`config.mk`:
```
export PLATFORM = sky130hd
export DESIGN_NAME = slpp_top
export DESIGN_NICKNAME = d
export VERILOG_FILES = /design/src/slpp_pkg.sv /design/src/slpp_top.sv /design/src/slpp_fifo.sv /design/src/slpp_link_sel.sv
export SDC_FILE = /design/constraint.sdc
export NUM_CORES = 1
export LEC_CHECK = 0
export ABC_AREA = 1
export ABC_CLOCK_PERIOD_IN_PS = 3300
export BUFFER_PORTS_ARGS = -buffer_cell sky130_fd_sc_hd__buf_4
export CORE_ASPECT_RATIO = 1.5
export CORE_MARGIN = 10
export CORE_UTILIZATION = 45
export DETAILED_ROUTE_END_ITERATION = 8
export GPL_TIMING_DRIVEN = 0
export PLACE_DENSITY = 0.75
export SKIP_CTS_REPAIR_TIMING = 1
export SLEW_MARGIN = 10
export SYNTH_ARGS = -nofsm -noshare
export SYNTH_HDL_FRONTEND = slang
export SYNTH_SLANG_ARGS = --single-unit
```
`constraint.sdc`:
```
create_clock -name i_clk -period 3.3 [get_ports i_clk]
set_input_delay 0.165 -clock i_clk [delete_from_list [all_inputs] [get_ports i_clk]]
set_output_delay 0.165 -clock i_clk [all_outputs]
set_load 0.05 [all_outputs]
```
`src/slpp_pkg.sv`:
```
package slpp_pkg;

  // framing and handshake bytes
  localparam logic [7:0] ACK_BYTE = 8'hCC;
  localparam logic [7:0] NAK_BYTE = 8'h33;
  localparam logic [7:0] HDR_LEN = 8'h02;
  localparam logic [7:0] MAX_PAY = 8'h09;
  localparam int PAY_DEPTH = 9;

  // command codes and their whole packet lengths
  localparam logic [7:0] CMD_PING = 8'h20;
  localparam logic [7:0] CMD_DNLD = 8'h21;
  localparam logic [7:0] CMD_RUN = 8'h22;
  localparam logic [7:0] CMD_STAT = 8'h23;
  localparam logic [7:0] CMD_DATA = 8'h24;
  localparam logic [7:0] CMD_RST = 8'h25;
  localparam logic [7:0] LEN_SHORT = 8'h03;
  localparam logic [7:0] LEN_RUN = 8'h07;
  localparam logic [7:0] LEN_LONG = 8'h0B;
  localparam logic [7:0] LEN_NONE = 8'h00;

  // status codes: values are arbitrary
  localparam logic [7:0] STS_OK = 8'h40;
  localparam logic [7:0] STS_BAD_CMD = 8'h41;
  localparam logic [7:0] STS_BAD_SEQ = 8'h42;
  localparam logic [7:0] STS_FAIL = 8'h43;

  typedef struct packed {
    logic [31:0] addr;
    logic [7:0] data;
  } slpp_prog_t;

  typedef enum logic [1:0] {LINK_NONE, LINK_UART, LINK_SSI} slpp_link_t;

  // expected packet length of a command, LEN_NONE if unknown
  function automatic logic [7:0] cmd_len(input logic [7:0] cmd);
    case (cmd)
      CMD_PING, CMD_STAT, CMD_RST: cmd_len = LEN_SHORT;
      CMD_DNLD, CMD_DATA: cmd_len = LEN_LONG;
      CMD_RUN: cmd_len = LEN_RUN;
      default: cmd_len = LEN_NONE;
    endcase
  endfunction

endpackage

```
`src/slpp_top.sv`:
```
//////////////////////////////////////////////////////////////////////////
// Functional notes
// - packets open with a size byte counting size, checksum and payload
// - second byte is the payload sum; payload length is size minus two
// - each host packet gets one byte: 0xCC good, 0x33 faulty
// - acknowledge reports reception only, never command validity
// - device packets: optional zeros, then size, checksum, payload, no gaps
// - zero bytes before the host response are ignored
// - first payload byte is the command, parameters follow
// - ping 0x20, three bytes, sets status to success
// - status 0x23 returns one-byte status packet, then host responds
// - download 0x21, 11 bytes: address then count, MSB first
// - download erases the area before answering
// - data 0x24 valid only after download or data; address advances (the code accepts it after any command while a download is open)
// - programming ends once the download count has been received
// - a NAKed data command leaves the program address unchanged
// - run 0x22, seven bytes, address MSB first; ack then jump
// - reset 0x25, three bytes; ack then software reset
// - first serial port used stays the only one until reset
// - serial framing is handled by the port logic outside
//////////////////////////////////////////////////////////////////////////
`timescale 1ns/10ps
`default_nettype none
module slpp_top
  import slpp_pkg::*;
#(
  parameter int FIFO_DEPTH = 4
) (
  input wire logic i_clk,
  input wire logic i_rst,
  input wire logic i_uart_rx_valid,
  input wire logic [7:0] i_uart_rx_data,
  output logic o_uart_rx_ready,
  input wire logic i_ssi_rx_valid,
  input wire logic [7:0] i_ssi_rx_data,
  output logic o_ssi_rx_ready,
  output logic o_uart_tx_valid,
  output logic o_ssi_tx_valid,
  output logic [7:0] o_tx_data,
  input wire logic i_tx_ready,
  output logic o_erase_req,
  output logic [31:0] o_erase_addr,
  output logic [31:0] o_erase_len,
  input wire logic i_erase_done,
  output logic o_prog_valid,
  output slpp_prog_t o_prog,
  input wire logic i_prog_ready,
  input wire logic i_flash_fail,
  output logic o_run,
  output logic [31:0] o_run_addr,
  output logic o_sw_reset,
  output slpp_link_t o_link
);
  typedef enum logic [3:0] {
    S_SIZE, S_SUM, S_PAY, S_EXEC, S_ERASE, S_PROG, S_ACK, S_TXP, S_HRESP
  } slpp_state_t;
  typedef enum logic [1:0] {P_NONE, P_RUN, P_RST, P_TXP} slpp_post_t;

  //////////////////////////////////////////////////////////////////////////
  logic push_valid;
  logic [7:0] push_data;
  logic push_ready;
  logic rx_valid;
  logic [7:0] rx_data;
  wire logic rx_ready;

  slpp_link_sel u_sel (
    .i_clk(i_clk),
    .i_rst(i_rst),
    .i_uart_rx_valid(i_uart_rx_valid),
    .i_uart_rx_data(i_uart_rx_data),
    .o_uart_rx_ready(o_uart_rx_ready),
    .i_ssi_rx_valid(i_ssi_rx_valid),
    .i_ssi_rx_data(i_ssi_rx_data),
    .o_ssi_rx_ready(o_ssi_rx_ready),
    .o_push_valid(push_valid),
    .o_push_data(push_data),
    .i_push_ready(push_ready),
    .o_link(o_link)
  );

  // the parser stalls during erase and programming, so this fills
  slpp_fifo #(.WIDTH(8), .DEPTH(FIFO_DEPTH)) u_fifo (
    .i_clk(i_clk),
    .i_rst(i_rst),
    .i_wr_valid(push_valid),
    .i_wr_data(push_data),
    .o_wr_ready(push_ready),
    .o_rd_valid(rx_valid),
    .o_rd_data(rx_data),
    .i_rd_ready(rx_ready)
  );

  //////////////////////////////////////////////////////////////////////////
  slpp_state_t st_reg;
  slpp_post_t post_reg;
  logic [7:0] len_reg;
  logic [7:0] hsum_reg;
  logic [7:0] calc_reg;
  logic [7:0] cnt_reg;
  logic [7:0] pay_reg [PAY_DEPTH];
  logic [7:0] stat_reg;
  logic [7:0] tx_reg;
  logic [1:0] tidx_reg;
  logic [31:0] addr_reg;
  logic [31:0] remain_reg;
  logic active_reg;
  logic fail_reg;
  logic erase_reg;
  logic run_reg;
  logic rst_reg;
  logic [31:0] run_addr_reg;
  wire logic rx_take;
  wire logic rx_zero;
  wire logic tx_valid;
  wire logic tx_hs;
  wire logic [7:0] cmd;
  wire logic pkt_good;
  wire logic cmd_ok;
  wire logic last_pay;
  wire logic [7:0] pay_len;
  wire logic [31:0] word_a;
  wire logic [31:0] word_b;
  wire logic prog_more;
  wire logic prog_hs;
  assign rx_ready = (st_reg == S_SIZE) || (st_reg == S_SUM) ||
    (st_reg == S_PAY) || (st_reg == S_HRESP);
  assign rx_take = rx_valid && rx_ready;
  assign rx_zero = (rx_data == 8'h00);
  assign tx_valid = (st_reg == S_ACK) || (st_reg == S_TXP);
  assign tx_hs = tx_valid && i_tx_ready;
  assign o_uart_tx_valid = tx_valid && (o_link == LINK_UART);
  assign o_ssi_tx_valid = tx_valid && (o_link == LINK_SSI);
  assign o_tx_data = tx_reg; // whole bytes; bit framing is the port's
  assign pay_len = len_reg - HDR_LEN;
  assign last_pay = (cnt_reg + 8'h01) == pay_len;
  assign cmd = pay_reg[0];
  // good framing: length in range and wrapping sum matches
  assign pkt_good = (calc_reg == hsum_reg) && (len_reg >= LEN_SHORT) &&
    (pay_len <= MAX_PAY);
  assign cmd_ok = (cmd_len(cmd) == len_reg);
  // parameters travel most significant byte first
  assign word_a = {pay_reg[1], pay_reg[2], pay_reg[3], pay_reg[4]};
  assign word_b = {pay_reg[5], pay_reg[6], pay_reg[7], pay_reg[8]};
  assign prog_more = (cnt_reg < pay_len) && (remain_reg != '0);
  assign prog_hs = o_prog_valid && i_prog_ready;
  assign o_prog_valid = (st_reg == S_PROG) && prog_more;
  assign o_prog = {addr_reg, pay_reg[cnt_reg[3:0]]};
  assign o_erase_req = erase_reg;
  assign o_erase_addr = addr_reg;
  assign o_erase_len = remain_reg;
  assign o_run = run_reg;
  assign o_run_addr = run_addr_reg;
  assign o_sw_reset = rst_reg;
  always_ff @(posedge i_clk) begin
    if (rx_take && st_reg == S_PAY && cnt_reg < MAX_PAY) begin
      pay_reg[cnt_reg[3:0]] <= rx_data;
    end
  end
  //////////////////////////////////////////////////////////////////////////
  always_ff @(posedge i_clk) begin
    if (i_rst) begin
      st_reg <= S_SIZE;
      post_reg <= P_NONE;
      len_reg <= 8'h00;
      hsum_reg <= 8'h00;
      calc_reg <= 8'h00;
      cnt_reg <= 8'h00;
      stat_reg <= STS_OK;
      tx_reg <= 8'h00;
      tidx_reg <= 2'h0;
      addr_reg <= 32'h0000_0000;
      remain_reg <= 32'h0000_0000;
      active_reg <= 1'b0;
      fail_reg <= 1'b0;
      erase_reg <= 1'b0;
      run_reg <= 1'b0;
      rst_reg <= 1'b0;
      run_addr_reg <= 32'h0000_0000;
    end else begin
      run_reg <= 1'b0;
      rst_reg <= 1'b0;
      case (st_reg)
        S_SIZE: begin
          // leading zero padding never opens a packet
          if (rx_take && !rx_zero) begin
            len_reg <= rx_data;
            calc_reg <= 8'h00;
            cnt_reg <= 8'h00;
            st_reg <= S_SUM;
          end
        end
        S_SUM: begin
          if (rx_take) begin
            hsum_reg <= rx_data;
            st_reg <= (len_reg > HDR_LEN) ? S_PAY : S_EXEC;
          end
        end
        S_PAY: begin
          if (rx_take) begin
            calc_reg <= calc_reg + rx_data;
            cnt_reg <= cnt_reg + 8'h01;
            if (last_pay) st_reg <= S_EXEC;
          end
        end
        S_EXEC: begin
          tx_reg <= ACK_BYTE;
          post_reg <= P_NONE;
          st_reg <= S_ACK;
          cnt_reg <= 8'h01;
          if (!pkt_good) begin
            tx_reg <= NAK_BYTE;
          end else if (!cmd_ok) begin
            stat_reg <= STS_BAD_CMD;
          end else begin
            case (cmd)
              CMD_PING: stat_reg <= STS_OK;
              CMD_STAT: post_reg <= P_TXP;
              CMD_DNLD: begin
                addr_reg <= word_a;
                remain_reg <= word_b;
                active_reg <= 1'b0;
                erase_reg <= 1'b1;
                st_reg <= S_ERASE;
              end
              CMD_DATA: begin
                fail_reg <= 1'b0;
                if (active_reg) st_reg <= S_PROG;
                else stat_reg <= STS_BAD_SEQ;
              end
              CMD_RUN: begin
                run_addr_reg <= word_a;
                post_reg <= P_RUN;
              end
              CMD_RST: post_reg <= P_RST;
              default: stat_reg <= STS_BAD_CMD;
            endcase
          end
        end
        S_ERASE: begin
          // the answer waits for the whole erase
          if (i_erase_done) begin
            erase_reg <= 1'b0;
            stat_reg <= i_flash_fail ? STS_FAIL : STS_OK;
            active_reg <= !i_flash_fail && (remain_reg != '0);
            st_reg <= S_ACK;
          end
        end
        S_PROG: begin
          if (prog_hs) begin
            addr_reg <= addr_reg + 32'h0000_0001;
            remain_reg <= remain_reg - 32'h0000_0001;
            cnt_reg <= cnt_reg + 8'h01;
            if (i_flash_fail) fail_reg <= 1'b1;
          end else if (!prog_more) begin
            // the download count bounds the session
            active_reg <= (remain_reg != '0);
            stat_reg <= fail_reg ? STS_FAIL : STS_OK;
            st_reg <= S_ACK;
          end
        end
        S_ACK: begin
          if (tx_hs) begin
            st_reg <= S_SIZE;
            case (post_reg)
              P_RUN: run_reg <= 1'b1;
              P_RST: rst_reg <= 1'b1;
              P_TXP: begin
                tx_reg <= LEN_SHORT;
                tidx_reg <= 2'h0;
                st_reg <= S_TXP;
              end
              default: st_reg <= S_SIZE;
            endcase
          end
        end
        S_TXP: begin
          // size, sum of the one-byte payload, status, back to back
          if (tx_hs) begin
            tidx_reg <= tidx_reg + 2'h1;
            tx_reg <= stat_reg;
            if (tidx_reg == 2'h2) st_reg <= S_HRESP;
          end
        end
        S_HRESP: begin
          // ack or nak both close the exchange; a resend starts anew
          if (rx_take && !rx_zero) st_reg <= S_SIZE;
        end
        default: st_reg <= S_SIZE;
      endcase
    end
  end
endmodule
`default_nettype wire

```
`src/slpp_fifo.sv`:
```
`timescale 1ns/10ps
`default_nettype none
module slpp_fifo #(
  parameter int WIDTH = 8,
  parameter int DEPTH = 4
) (
  input wire logic i_clk,
  input wire logic i_rst,
  input wire logic i_wr_valid,
  input wire logic [WIDTH-1:0] i_wr_data,
  output logic o_wr_ready,
  output logic o_rd_valid,
  output logic [WIDTH-1:0] o_rd_data,
  input wire logic i_rd_ready
);
  localparam int AW = $clog2(DEPTH);
  localparam logic [AW:0] FULL_CNT = AW'(DEPTH) == '0 ?
    (AW+1)'(DEPTH) : (AW+1)'(DEPTH);

  logic [WIDTH-1:0] mem_reg [DEPTH];
  logic [AW-1:0] wptr_reg;
  logic [AW-1:0] rptr_reg;
  logic [AW:0] cnt_reg;
  wire logic push;
  wire logic pop;

  assign o_wr_ready = (cnt_reg != FULL_CNT);
  assign o_rd_valid = (cnt_reg != '0);
  assign o_rd_data = mem_reg[rptr_reg];
  assign push = i_wr_valid && o_wr_ready;
  assign pop = o_rd_valid && i_rd_ready;

  function automatic logic [AW-1:0] bump(input logic [AW-1:0] p);
    bump = (p == AW'(DEPTH - 1)) ? '0 : p + AW'(1);
  endfunction

  always_ff @(posedge i_clk) begin
    if (push) begin
      mem_reg[wptr_reg] <= i_wr_data;
    end
  end

  always_ff @(posedge i_clk) begin
    if (i_rst) begin
      wptr_reg <= '0;
      rptr_reg <= '0;
      cnt_reg <= '0;
    end else begin
      if (push) wptr_reg <= bump(wptr_reg);
      if (pop) rptr_reg <= bump(rptr_reg);
      cnt_reg <= cnt_reg + (AW+1)'(push) - (AW+1)'(pop);
    end
  end
endmodule
`default_nettype wire

```
`src/slpp_link_sel.sv`:
```
`timescale 1ns/10ps
`default_nettype none
module slpp_link_sel
  import slpp_pkg::*;
(
  input wire logic i_clk,
  input wire logic i_rst,
  input wire logic i_uart_rx_valid,
  input wire logic [7:0] i_uart_rx_data,
  output logic o_uart_rx_ready,
  input wire logic i_ssi_rx_valid,
  input wire logic [7:0] i_ssi_rx_data,
  output logic o_ssi_rx_ready,
  output logic o_push_valid,
  output logic [7:0] o_push_data,
  input wire logic i_push_ready,
  output slpp_link_t o_link
);
  slpp_link_t link_reg;
  slpp_link_t link_next;
  wire logic pick_uart;

  // before the lock the asynchronous port wins a tie
  assign pick_uart = (link_reg == LINK_UART) ||
    (link_reg == LINK_NONE && i_uart_rx_valid);
  assign o_push_valid = pick_uart ? i_uart_rx_valid :
    (link_reg != LINK_UART) && i_ssi_rx_valid;
  assign o_push_data = pick_uart ? i_uart_rx_data : i_ssi_rx_data;
  // the locked-out port is drained and its bytes dropped
  assign o_uart_rx_ready = pick_uart ? i_push_ready :
    (link_reg == LINK_SSI);
  assign o_ssi_rx_ready = pick_uart ? (link_reg == LINK_UART) :
    i_push_ready;
  assign link_next = (link_reg != LINK_NONE) ? link_reg :
    i_uart_rx_valid ? LINK_UART :
    i_ssi_rx_valid ? LINK_SSI : LINK_NONE;
  assign o_link = link_reg;

  always_ff @(posedge i_clk) begin
    if (i_rst) begin
      link_reg <= LINK_NONE;
    end else begin
      link_reg <= link_next;
    end
  end
endmodule
`default_nettype wire

```
==> metrics, run 1 <==
most common cell after layout, fill and taps aside nand2_1; placed wire-length estimate 43020 um; IO Port Bufs 177; Seq pwr share around a third; FP Rows 86; relative slew slack 41.21%; area of the multi-input gates 7497 um2; Horiz. Die Dim ~180 um; Largest register FFs 128; Die Y about 260 um; initial drt markers 1438; Static Leak 8.922 nW; routed len/inst 18.86 um; Total GRT Usage 23.56%; ys async rst share 0%; Synth area leader edfxtp_1; Final min period 3.250 ns; TritonCTS clock tree yes; synth-to-layout area growth 20.30%; Storage cell area 8069 um2; Final Setup Violations 0; Clk pwr share 23.9%; Synthesis Warnings 0; Critical Setup Path Class flip-flop to output pin; nets 2523; max-cap viol count 0; Final ANT Viol Nets 0; VDD IR max 0.0005633 V; Die ar. around 46000 um2; htree depth 1; via-per-instance ratio 5.459; crit path capture type output pin; clock root buffer clkbuf_16; Reg clk slew, reported paths 0.07 ns; sequential share of the synthesized area 47.80%; top cell type's share of synthesized area 28.47%; largest net degree at the start of global routing 20; core area 36910 um2; Post-Synthesis Cells 2204; Slowest cell on crit path clkbuf_1; Hold Vio Cnt, Final 0; Internal Pwr Total 9.148 mW; Cell Pwr Density 780.7 nW/um2; unrepaired setup endpoints after global routing yes; Slew Limit Fails 0; Switching Share 42.30%; IO Pins 178; pre-CTS setup slack 0.06134 ns; Vias 16247; crit path cell chain clkbuf_1, clkbuf_1, clkbuf_1, a21oi_1, o22ai_1, o21ai_0, buf_4; Max Fclk 307.7 MHz; critical path startpoint category flip-flop; first-pass GRT wire length 85710 um; WP data required ~3.1 ns; share of cells above drive strength 1 roughly 14%; dominant synthesized flop cell dfxtp_1; clock skew 0.01290 ns; commonest non-fill, non-tap cells in the layout nand2_1 (500), nor2_1 (334), buf_4 (219), inv_1 (206), o21ai_0 (186); grt ovf 0; GPL Wtd Cong ~0.96; WL final 56130 um; Clock Sink Count 323; Initial Utilization a little under half; Post-synth EDFFs between 150 and 200; synthesized cell area roughly 17000 um2; DRC viols 0; Unique masters post-synth 48; Avg Cell Area, Syn 7.658 um2; CP arrival between 3 and 4 ns; vias in the first global route 15846; drt first pass iters 8; top cells by area, synth edfxtp_1 (28%), dfxtp_1 (19%), nand2_1 (11%); worst slew pin tran 0.8819 ns; critical path peak fanout 10; CTS Buf Count 31; Critical Path Most Common Cell clkbuf_1; R2R setup slack 0.09 ns; slowest cell delay on critical path 0.51 ns; status completed; Clock Path Buffers 3; fill count between 3000 and 4000; crit share post-route 98.48%; Psw 6.705 mW; Pwr Total 15.85 mW; Seq cells post-synth 323; worst-skew pair later-pin latency 0.57 ns; number of antenna violations at the first check in global routing 0; number of diodes 0; Hold Crit Class primary input to flip-flop; fin worst setup slack 0.05016 ns; combinational fraction of design power 41.8%
-- power groups by stage --
stage                     Combinational, mW  Clock, mW  Sequential [mW]
after detailed placement               6.42          0             5.51
after floorplan                        4.14          0             5.71
after global placement                 6.29          0             5.49
final                                  6.63       3.79             5.43
after global routing                   7.24       3.98             5.48
after CTS                              6.44       3.84             5.43
-- cell type report --
cell class | instances | share of cell area, %
clock inverter | 17 | 0.9674
inverter | 217 | 4.067
tap | 484 | 2.982
sequential | 323 | 39.74
buffer | 125 | 3.272
timing repair buffer | 201 | 7.678
clock buffer | 39 | 4.375
multi-input combinational | 1570 | 36.92
-- per-stage QoR --
| step | utilization (%) | area [um2] | hold slack (ns) | setup TNS [ns] | std cells |
|---|---|---|---|---|---|
| 6_report | 55.02 | 20310 | 0.05774 | 0 | 2976 |
| 5_1_grt | 55.02 | 20310 | 0.08337 | -4.587 | 2976 |
| 4_1_cts | 54.23 | 20010 | -0.2229 | -0.07470 | 2952 |
| 3_5_place_dp | 51.29 | 18930 | 0.3859 | 0 | 2896 |
| 3_3_place_gp | 51.29 | 18930 | 0.3890 | 0 | 2896 |
| 2_1_floorplan | - | 17000 | 0.2435 | 0 | 2235 |
-- Yosys cell counts, types with 28 or more instances --
| master | n |
|---|---|
| a21oi_1 | 144 |
| buf_4 | 38 |
| clkbuf_1 | 54 |
| dfxtp_1 | 163 |
| edfxtp_1 | 160 |
| ha_1 | 28 |
| inv_1 | 209 |
| nand2_1 | 500 |
| nand3_1 | 141 |
| nor2_1 | 344 |
| o21ai_0 | 187 |
| xor2_1 | 31 |
-- cell families (layout without fill, tap and decap cells) --
kind of cell | after synthesis | after routing | share of synthesized area (%)
simple gates | 1074 | 1074 | 26.24
compound gates | 391 | 391 | 12.60
buf+inv | 342 | 599 | 8.755
flops | 323 | 323 | 47.80
xor+xnor | 38 | 38 | 1.972
fa+ha+maj | 30 | 30 | 2.313
mux | 5 | 5 | 0.2965
other cells | 1 | 32 | 0.02222
-- critical path: cells and delay by family, from the launching register on --
kind            cells  cell delay, ns
flops               1            0.31
buf+inv             4            1.45
compound gates      3            0.75
-- final timing paths --
check | startpoint | endpoint | cells past startpoint
worst max-delay path | flip-flop | o_prog[5] | 7
worst min-delay path | i_flash_fail | active_reg | 6
worst max register to register | st_reg[2] | pay_reg[10][5] | 9
worst min register to register | o_run_addr[22] | o_run_addr[22] | 2
-- routing by layer --
metal / GRT usage [%] / routed length (um) / vias up / share of wire, %
met1: 23.68 / 19200 / 7551 / 34
li1: - / - / 7745 / -
met5: 0 / 0 / - / 0
met2: 43.71 / 29440 / 746 / 52
met3: 3.723 / 3842 / 205 / 6.8
met4: 14.84 / 3645 / 0 / 6.5
Note: power is estimated with default switching activity, not from simulation.
==> run 2: changes to the inputs <==
==> constraint.sdc (replaced) <==
create_clock -name i_clk -period 3.3 [get_ports i_clk]
set_input_delay 0.33 -clock i_clk [delete_from_list [all_inputs] [get_ports i_clk]]
set_output_delay 0.33 -clock i_clk [all_outputs]
set_load 0.005 [all_outputs]
==> run 2 against run 1 <==
  * Via count decreased by 0.67%
  * Setup slack improved by 0.023 ns
  * Clock-buffer cell count unchanged
  * Sequential share of layout area rose by 0.37 points
  * Core utilization fell by 0.51 points
  * Highest routed layer unchanged
==> metrics, run 2 (synthesis gave the netlist of run 1 again) <==
critical path peak fanout 8 (was 10); Initial Utilization 45.73% (unchanged); worst-skew pair later-pin latency 0.57 ns (about the same); Slew Limit Fails 0 (unchanged); crit share post-route 97.77% (was 98.48%); commonest non-fill, non-tap cells in the layout nand2_1 (500), nor2_1 (334), buf_4 (219), inv_1 (206), o21ai_0 (186) (unchanged); Die ar. 45810 um2 (unchanged); r2r startpoint st_reg[2] (unchanged); TritonCTS clock tree yes (unchanged); met1 Use GR 23.68% (unchanged); first-pass GRT wire length 85710 um (unchanged); Hold Vio Cnt, Final 0 (unchanged); Post-DP Area 18930 um2 (unchanged); critical path startpoint category flip-flop (unchanged); VDD IR max 0.0005568 V (was 0.0005633 V); Largest register FFs 128 (unchanged); Seq pwr share 36.1% (was 34.3%); vias in the first global route 15846 (unchanged); htree depth 1 (unchanged); Inst Count DP 2896 (unchanged); met3 usage 3.723% (unchanged); pre-CTS setup slack 0.06134 ns (unchanged); WL final 56060 um (was 56130 um); Design Area, Final 20120 um2 (was 20310 um2); unrepaired setup endpoints after global routing yes (unchanged); number of antenna violations at the first check in global routing 0 (unchanged); Psw 5.965 mW (was 6.705 mW); Final Setup Violations 0 (unchanged); Clock Path Buffers 3 (unchanged); synth-to-layout area growth 19.18% (was 20.30%); Top Usage Layer GRT met2 (unchanged); final core utilization 54.51% (was 55.02%); CP arrival 3.42 ns (was 3.08 ns); grt met2 use 43.71% (unchanged); non-filler cells in the finished layout 2957 (was 2976); status completed (unchanged); Slowest cell on crit path nor2_1 (was clkbuf_1); slowest cell delay on critical path 0.62 ns (was 0.51 ns); Clk pwr share 25.1% (was 23.9%); WP data required 3.49 ns (was 3.13 ns); share of cells above drive strength 1 13.79% (was 13.64%); routed len/inst 18.96 um (was 18.86 um); IO Pins 178 (unchanged); Vias 16138 (was 16247); Die Y 257.2 um (unchanged); Reg clk slew, reported paths 0.07 ns (about the same); fin worst setup slack 0.07348 ns (was 0.05016 ns); Switching Share 39.60% (was 42.30%); Storage cell area 8069 um2 (unchanged); number of diodes 0 (unchanged); worst slew pin tran 0.9006 ns (was 0.8819 ns); Critical Setup Path Class flip-flop to flip-flop (was flip-flop to output pin); relative slew slack 39.96% (was 41.21%); DRC viols 0 (unchanged); R2R setup slack 0.07 ns (was 0.09 ns); initial drt markers 1416 (was 1438); Static Leak 8.843 nW (was 8.922 nW); IO Port Bufs 177 (unchanged); core area 36910 um2 (unchanged); FP Rows 86 (unchanged); Internal Pwr Total 9.099 mW (was 9.148 mW); Critical Path Most Common Cell nor2_1 (was clkbuf_1); crit path launch st_reg[2]; combinational fraction of design power 38.8% (was 41.8%); fill count 3492 (was 3470); Clock Sink Count 323 (unchanged); max-cap viol count 0 (unchanged); grt ovf 0 (unchanged); GPL Wtd Cong 0.9630 (unchanged); CTS Buf Count 31 (unchanged); clock root buffer clkbuf_16 (unchanged); placed wire-length estimate 43020 um (unchanged); Cell Pwr Density 748.9 nW/um2 (was 780.7 nW/um2); crit path cell chain nor2_1, nand2_1, nor2_1, inv_1, nor2_1, inv_1, nor3_1, nand2_1, nor2_1 (was clkbuf_1, clkbuf_1, clkbuf_1, a21oi_1, o22ai_1, o21ai_0, buf_4); largest net degree at the start of global routing 20 (unchanged); depth of the most critical reg-to-reg path 9 (unchanged); area of the multi-input gates 7497 um2 (unchanged); Horiz. Die Dim 178.1 um (unchanged); drt first pass iters 7 (was 8); via-per-instance ratio 5.458 (was 5.459); FF-to-FF End pay_reg[10][5] (unchanged); most common cell after layout, fill and taps aside nand2_1 (unchanged); Final min period 3.227 ns (was 3.250 ns); clock skew 0.01559 ns (was 0.01290 ns); Final ANT Viol Nets 0 (unchanged); Hold Crit Class primary input to flip-flop (unchanged); Max Fclk 309.9 MHz (was 307.7 MHz); nets 2504 (was 2523); crit path capture type flip-flop (was output pin); Critical Path End pay_reg[10][5] (was o_prog[5]); Total GRT Usage 23.56% (unchanged)
-- run 2: cell types whose count changed in the layout (fill, tap and decap cells not counted), sizes merged --
cell,previous run,this run
dlygate4sd3,20,1
-- run 2: layout make-up --
type	count	share of cell area, %
well taps	484	3.010
multi-input cells	1570	37.27
flip-flops and latches	323	40.11
clock buffers	39	4.416
inverters	217	4.105
repair buffers	182	6.804
plain buffers	125	3.309
clock inverters	17	0.9765
-- run 2: critical path, delay by kind of cell, from the launching register on --
family	cells	cell delay, ns
AND/OR/NAND/NOR	7	2.09
buffers and inverters	2	0.39
flip-flops	1	0.35
-- run 2: worst min-delay path by stage --
stage | cells past startpoint | end | from
after floorplan | 1 | tidx_reg[0] | i_rst
after global placement | 2 | o_run_addr[18] | o_run_addr[18]
after detailed placement | 2 | o_run_addr[7] | o_run_addr[7]
after CTS | 2 | tidx_reg[0] | i_rst
after global routing | 3 | u_sel.o_link[1] | i_ssi_rx_valid
final | 3 | u_sel.o_link[1] | i_ssi_rx_valid
-- run 2: routing by layer --
metal / vias up / wire, um
met3: 193 / 3823
met5: - / 0
met4: 0 / 3514
met1: 7518 / 19290
met2: 713 / 29430
li1: 7714 / -
-- run 2: power groups by stage --
stage               Combinational (mW)  Sequential, mW  Clock, mW
finish                            5.84            5.43       3.79
global route                      6.45            5.48       3.98
CTS                               5.68            5.43       3.84
detailed placement                5.66            5.51          0
global placement                  5.53            5.49          0
floorplan                         3.72            5.39          0
-- run 2: per-stage QoR --
step                      total power [mW]  hold slack (ns)  setup TNS [ns]
after floorplan                      9.107           0.4085               0
after global placement               11.02           0.4365               0
after detailed placement             11.17           0.4388               0
after CTS                            14.94         -0.05794         -0.2257
after global routing                 15.92          0.03676          -4.590
final                                15.06          0.02024               0
